--- config.mk ---
export PLATFORM = sky130hd
export DESIGN_NAME = pso_top
export DESIGN_NICKNAME = d
export VERILOG_FILES = /design/src/design/pso_pkg.sv /design/src/design/pso_stage.sv /design/src/design/pso_top.sv
export VERILOG_INCLUDE_DIRS = /design/src /design/src/design
export SDC_FILE = /design/constraint.sdc
export NUM_CORES = 1
export LEC_CHECK = 0
export BUFFER_PORTS_ARGS = -buffer_cell sky130_fd_sc_hd__buf_2
export CAP_MARGIN = 10
export CORE_UTILIZATION = 58
export CTS_CLUSTER_SIZE = 8
export DETAILED_ROUTE_END_ITERATION = 7
export HOLD_SLACK_MARGIN = 0.1
export PLACE_DENSITY = 0.86
export SYNTH_ARGS = -nofsm -noshare
export SYNTH_HDL_FRONTEND = slang
export SYNTH_HIERARCHICAL = 1
export SYNTH_SLANG_ARGS = --single-unit
--- constraint.sdc ---
create_clock -name clk -period 1.3 [get_ports clk]
set_input_delay 0.325 -clock clk [delete_from_list [all_inputs] [get_ports clk]]
set_output_delay 0.325 -clock clk [all_outputs]
set_load 0.005 [all_outputs]
--- src/design/pso_defs.svh ---
`ifndef PSO_DEFS_SVH
`define PSO_DEFS_SVH

`define PSO_WIDTH 12
`define PSO_STAGES 12
`define PSO_LATENCY 7
`define PSO_MID_CODE 12'h800
`define PSO_MAX_CODE 12'hfff
`define PSO_MIN_CODE 12'h000
`define PSO_RESET_WORD 12'h000

`endif

--- src/design/pso_pkg.sv ---
package pso_pkg;

typedef struct packed {
    logic [11:0] word;
    logic valid;
} pso_sample_t;

typedef struct packed {
    logic [11:0] data;
    logic [11:0] oe_n;
} pso_bus_t;

typedef enum logic [0:0] {
    PSO_RUN,
    PSO_HOLD
} pso_mode_t;

endpackage

--- src/design/pso_stage.sv ---
`timescale 1ns/1ps
`include "pso_defs.svh"

// One full-clock pipeline step: registers the whole sample, passes it along unchanged
module pso_stage #(
    parameter int W = 12,
    parameter int BIT = 11
) (
    // Clock and reset
    input wire logic clk,
    input wire logic rst_n,
    input wire logic en,
    // Sample in and out
    input wire pso_pkg::pso_sample_t in_s,
    output pso_pkg::pso_sample_t out_s
);
    pso_pkg::pso_sample_t cur;
    pso_pkg::pso_sample_t next_cur;

    always_comb
    begin
        next_cur = cur;
        if (en)
        begin
            next_cur = in_s;
        end
    end

    always_ff @(posedge clk or negedge rst_n)
    begin
        if (!rst_n)
        begin
            cur <= '0;
        end
        else
        begin
            cur <= next_cur;
        end
    end

    assign out_s = cur;
endmodule

--- src/design/pso_top.sv ---
`timescale 1ns/1ps
`include "pso_defs.svh"

// How it works
// - One sample taken per clk rising edge while running.
// - Twelve one-bit stages, two per clock, corrected word kept.
// - Result appears on the bus exactly seven clocks after sampling.
// - Output enable high releases all twelve data lines.
// - Shutdown with enable low freezes last word, no updates.
// - Line 0 carries the LSB, line 11 the MSB.
// - Offset binary: mid 800, top fff, bottom 000, one per step.
module pso_top #(
    parameter int W = `PSO_WIDTH,
    parameter int STAGES = `PSO_STAGES,
    parameter int LATENCY = `PSO_LATENCY
) (
    // Clock and reset
    input wire logic clk,
    input wire logic rst_n,
    // Converted sample from the quantiser, signed two's complement
    input wire logic [W-1:0] sample_in,
    // Controls
    input wire logic output_enable_n,
    input wire logic shutdown_request,
    // Sample word bus, three signals per line
    output logic [W-1:0] sample_word_bus_out,
    output logic [W-1:0] sample_word_bus_oe_n,
    output logic [W-1:0] sample_word_bus_in_unused
);
    // Stages are clocked at full rate, two stages per clock; the half-cycle
    // pairing keeps a one-clock-edge design with the same total latency.
    localparam int PAIRS = STAGES / 2;
    localparam int PRE = LATENCY - PAIRS - 1;

    pso_pkg::pso_sample_t chain [0:PAIRS];
    pso_pkg::pso_sample_t capture;
    pso_pkg::pso_sample_t next_capture;
    logic [W-1:0] out_word;
    logic [W-1:0] next_out_word;
    logic [W-1:0] oe_n;
    logic [W-1:0] next_oe_n;
    logic run;

    // Signed input to offset binary: flip the top bit
    function automatic logic [W-1:0] to_offset(input logic [W-1:0] v);
        to_offset = {~v[W-1], v[W-2:0]};
    endfunction

    assign run = !shutdown_request;

    always_comb
    begin
        next_capture = capture;
        if (run)
        begin
            next_capture.word = to_offset(sample_in);
            next_capture.valid = 1'b1;
        end
    end

    always_ff @(posedge clk or negedge rst_n)
    begin
        if (!rst_n)
        begin
            capture <= '0;
        end
        else
        begin
            capture <= next_capture;
        end
    end

    // Extra delay registers pad the pipeline to the stated latency
    pso_pkg::pso_sample_t pad_tail;

    generate
        if (PRE > 0)
        begin : g_pad
            pso_pkg::pso_sample_t pad [1:PRE];
            pso_pkg::pso_sample_t next_pad [1:PRE];

            always_comb
            begin
                next_pad[1] = run ? capture : pad[1];
                for (int i = 2; i <= PRE; i++)
                begin
                    next_pad[i] = run ? pad[i-1] : pad[i];
                end
            end

            always_ff @(posedge clk or negedge rst_n)
            begin
                if (!rst_n)
                begin
                    for (int i = 1; i <= PRE; i++)
                    begin
                        pad[i] <= '0;
                    end
                end
                else
                begin
                    for (int i = 1; i <= PRE; i++)
                    begin
                        pad[i] <= next_pad[i];
                    end
                end
            end

            assign pad_tail = pad[PRE];
        end
        else
        begin : g_no_pad
            // Pairs plus the output latch already make the latency after capture
            assign pad_tail = capture;
        end
    endgenerate

    assign chain[0] = pad_tail;

    genvar g;
    generate
        for (g = 0; g < PAIRS; g++)
        begin : g_stage
            // Each instance stands for two one-bit stages
            pso_stage #(
                .W(W),
                .BIT(W - 1 - 2 * g)
            ) u_stage (
                .clk(clk),
                .rst_n(rst_n),
                .en(run),
                .in_s(chain[g]),
                .out_s(chain[g+1])
            );
        end
    endgenerate

    // Output latch: last step of the latency, frozen in shutdown
    always_comb
    begin
        next_out_word = out_word;
        if (run)
        begin
            next_out_word = chain[PAIRS].word;
        end
        next_oe_n = {W{output_enable_n}};
    end

    always_ff @(posedge clk or negedge rst_n)
    begin
        if (!rst_n)
        begin
            out_word <= `PSO_RESET_WORD;
            oe_n <= '1;
        end
        else
        begin
            out_word <= next_out_word;
            oe_n <= next_oe_n;
        end
    end

    assign sample_word_bus_out = out_word;
    assign sample_word_bus_oe_n = oe_n;
    assign sample_word_bus_in_unused = '0;

    // Helper: input from seven clocks ago, valid only with no shutdown
    logic [W-1:0] hist [0:LATENCY];
    logic [3:0] run_cnt;
    always_ff @(posedge clk or negedge rst_n)
    begin
        if (!rst_n)
        begin
            for (int i = 0; i <= LATENCY; i++)
            begin
                hist[i] <= '0;
            end
            run_cnt <= '0;
        end
        else
        begin
            hist[0] <= sample_in;
            for (int i = 1; i <= LATENCY; i++)
            begin
                hist[i] <= hist[i-1];
            end
            if (!run)
            begin
                run_cnt <= '0;
            end
            else if (run_cnt < 4'(LATENCY + 1))
            begin
                run_cnt <= run_cnt + 4'h1;
            end
        end
    end

    a_latency_seven: assert property (
        @(posedge clk) disable iff (!rst_n)
        (run_cnt == 4'(LATENCY + 1)) && run
        |=> out_word == to_offset(hist[LATENCY]))
        else $error("output word not seven clocks after sample");

    a_hold_shutdown: assert property (
        @(posedge clk) disable iff (!rst_n)
        shutdown_request |=> $stable(out_word))
        else $error("output changed during shutdown");

    a_oe_release: assert property (
        @(posedge clk) disable iff (!rst_n)
        output_enable_n |=> sample_word_bus_oe_n == '1)
        else $error("data lines driven while enable high");

    a_oe_drive: assert property (
        @(posedge clk) disable iff (!rst_n)
        rst_n && !output_enable_n |=> sample_word_bus_oe_n == '0)
        else $error("data lines released while enable low");

    a_mid_code: assert property (
        @(posedge clk) disable iff (!rst_n)
        rst_n && run && sample_in == '0 |=> capture.word == `PSO_MID_CODE)
        else $error("zero input not mid code");

    a_capture_rate: assert property (
        @(posedge clk) disable iff (!rst_n)
        rst_n && run
        |=> capture.valid && capture.word == to_offset($past(sample_in)))
        else $error("sample not captured on this edge");

    a_stage_move: assert property (
        @(posedge clk) disable iff (!rst_n)
        run |=> chain[1] == $past(chain[0]))
        else $error("pipeline did not advance");

    a_bit_order: assert property (
        @(posedge clk) disable iff (!rst_n)
        run |=> sample_word_bus_out[W-1] == $past(chain[PAIRS].word[W-1]))
        else $error("msb not on top line");
endmodule

==> flow_summary.yaml <==
hold_path:
  timing.hold.worst_path_depth: 2
  holdCritPathClass: "in -> reg"
clocking:
  cts.root.buffer_cell: "sky130_fd_sc_hd__clkbuf_8"
  cts_max_level: 3
  cts_max_path_buffers: 2
  path_clk_slew_ns: 0.09
  cts_tree: "built"
  numCtsBuffers: 9
  clock_sink_count: 97
  number_of_gates_resized_after_cts: 0
  clock_latency_reported_for_the_late_side_of_the_worst_skew_pair_ns: 0.35
power_and_ir_drop:
  switchingPower_w: 0.00181
  fin_total_pwr_w: 0.00796
  static-leakage-power_nw: 2.22
  worst_ir_drop_on_vdd_uv: 835
  power.density_cell_area_nw_per_um2: 1760
  power.combinational.fraction: 0.198
  power.share.sequential: 0.537
  internal_power_w: 0.00616
  pwr-share-clk: 0.265
  switching_share: 0.227
final_layout:
  final_layout_size_suffix_gt1_frac: 0.577
  layout_commonest_cell: "sky130_fd_sc_hd__dfrtp_1"
  layout.core_utilization: 0.666
  mostFrequentLayoutCells: "sky130_fd_sc_hd__dfrtp_1 (96), sky130_fd_sc_hd__mux2_4 (77), sky130_fd_sc_hd__buf_2 (38)"
  fin_nets: 283
  ff_latch_area_um2: 2430
  antenna_cells: 0
  layout.filler_cells: 451
  flow.area_growth_from_synthesis_pct: 10.6
  multiInputGateArea_um2: 1420
yosys:
  yosysWarnings: 6
  syn_avg_cell_area_um2: 17.9
  syn-cell-area_um2: 4090
  netlist_instances: 228
outcome:
  status: "finished, violations left"
  failed_checks: "setup timing"
critical_path:
  critical_path.top_delay_family: "flip-flops"
  setup.worst_path.class: "reg -> out"
  critPathLaunchType: "register"
  path_cells: "buf_2"
  cp_slowest_stage_delay_ns: 0.60
  end_kind: "output pin"
  arrival_worst_endpoint_ns: 1.09
  timing.reg2reg.worst_path_depth: 1
  timing.critical_path.buf_inv: 1
  timing.critical_path.required_ns: 0.98
  crit_path_max_fanout: 12
  crit_cells: 1
  critical-path-slowest-cell: "sky130_fd_sc_hd__dfstp_2"
floorplan:
  floorplan.die.width_um: 86.0
  die_area_um2: 7390
  core_region_area_um2: 6790
  io-pin-count: 52
  initial_utilization: 0.602
  fp.dieH_um: 86.0
  rows: 30
grt:
  largest_net_degree_at_the_start_of_global_routing: 40
  grt_usage: 0.162
  grt_pass1_wl_mm: 8.95
  global_route_congestion_overflow_total: 0
  first_global_vias: 1792
  antenna_found_initial: 0
place:
  placement.io_buffers: 39
  pre_cts_ws_ns: -0.0619
  place_congestion: 0.667
  dp.final_hpwl_mm: 3.53
run:
  max_cap_viol_count: 0
sta:
  hold_viol_final: 0
  rsz0062_at_grt: "yes"
  setup_ws_ns: -0.115
  post-route-min-period_ns: 1.42
  finClkSkew_ns: 0.00782
  maxClockFrequency_mhz: 707
  setup_viol: 12
  finalMaxSlewViolations: 0
  timing.final.crit_share: 1.09
routing:
  postRouteWirelength_mm: 5.21
  detail_route.iter0.violations: 50
  number_of_iterations_in_the_first_detailed_routing_pass: 4
  post_route_antenna_net_violation_count: 0
  avgRoutedWirePerCell_um: 14.1
  via_per_inst: 4.87
  remaining_drc_errors: 0
  dr_total_vias: 1792
## per-layer routing
layer,vias to the layer above,share of wire,GRT usage
met4,0,0.011,0.0455
met3,8,0.044,0.0606
li1,829,-,-
met2,50,0.47,0.247
met5,-,0,0
met1,905,0.48,0.218
## worst paths after layout
| kind | slack, ns | from | end |
|---|---|---|---|
| min | 0.14 | sample_in[11] | capture[12] |
| max | -0.12 | sample_word_bus_oe_n[0] | sample_word_bus_oe_n[7] |
| max reg2reg | 0.51 | g_stage[3].u_stage/out_s[3] | g_stage[3].u_stage/out_s[3] |
| max in group asynchronous | 0.36 | rst_n | sample_word_bus_oe_n[0] |
| min in group asynchronous | 0.41 | rst_n | g_stage[5].u_stage/out_s[6] |
| min reg2reg | 0.50 | g_stage[5].u_stage/out_s[10] | sample_word_bus_out[9] |
## state kept, by name (all words and copies together), names as in the netlist
register,cells
g_stage.u_stage/out_s,72
sample_word_bus_oe_n,1
sample_word_bus_out,12
capture,12
## power by group through the flow
stage	clock network, W	registers (W)	logic, W
CTS	0.00217	0.00430	0.00160
floorplan	0	0.00420	0.00127
global placement	0	0.00428	0.00152
detailed placement	0	0.00435	0.00159
finish	0.00211	0.00428	0.00157
global route	0.00230	0.00439	0.00171
## area by class of cell
type                       count  area share
sequential                    97       0.537
clock inverter                 2      0.0133
inverter                       1     0.00166
clock buffer                  14      0.0360
tap                           96      0.0266
multi-input combinational    109       0.313
timing repair buffer          49      0.0725
## per-stage QoR
step	std cells	instance area [µm²]	hold WS, ns	setup TNS [ns]
6_report	368	4520	0.137	-1.37
5_1_grt	368	4520	0.119	-2.18
4_1_cts	368	4520	0.118	-1.66
3_5_place_dp	350	4280	0.236	-1.90
3_3_place_gp	350	4280	0.228	-0.966
2_1_floorplan	239	4150	0.0294	-15.19
## repair_timing
action	4_1_cts	5_1_grt
setup buffers	0	0
pin swaps	0	0
endpoints found under the setup margin	12	12
hold buffers	2	0
hold endpoints to repair	20	0
cloned	0	0
Power figures use the tool's default switching activity.
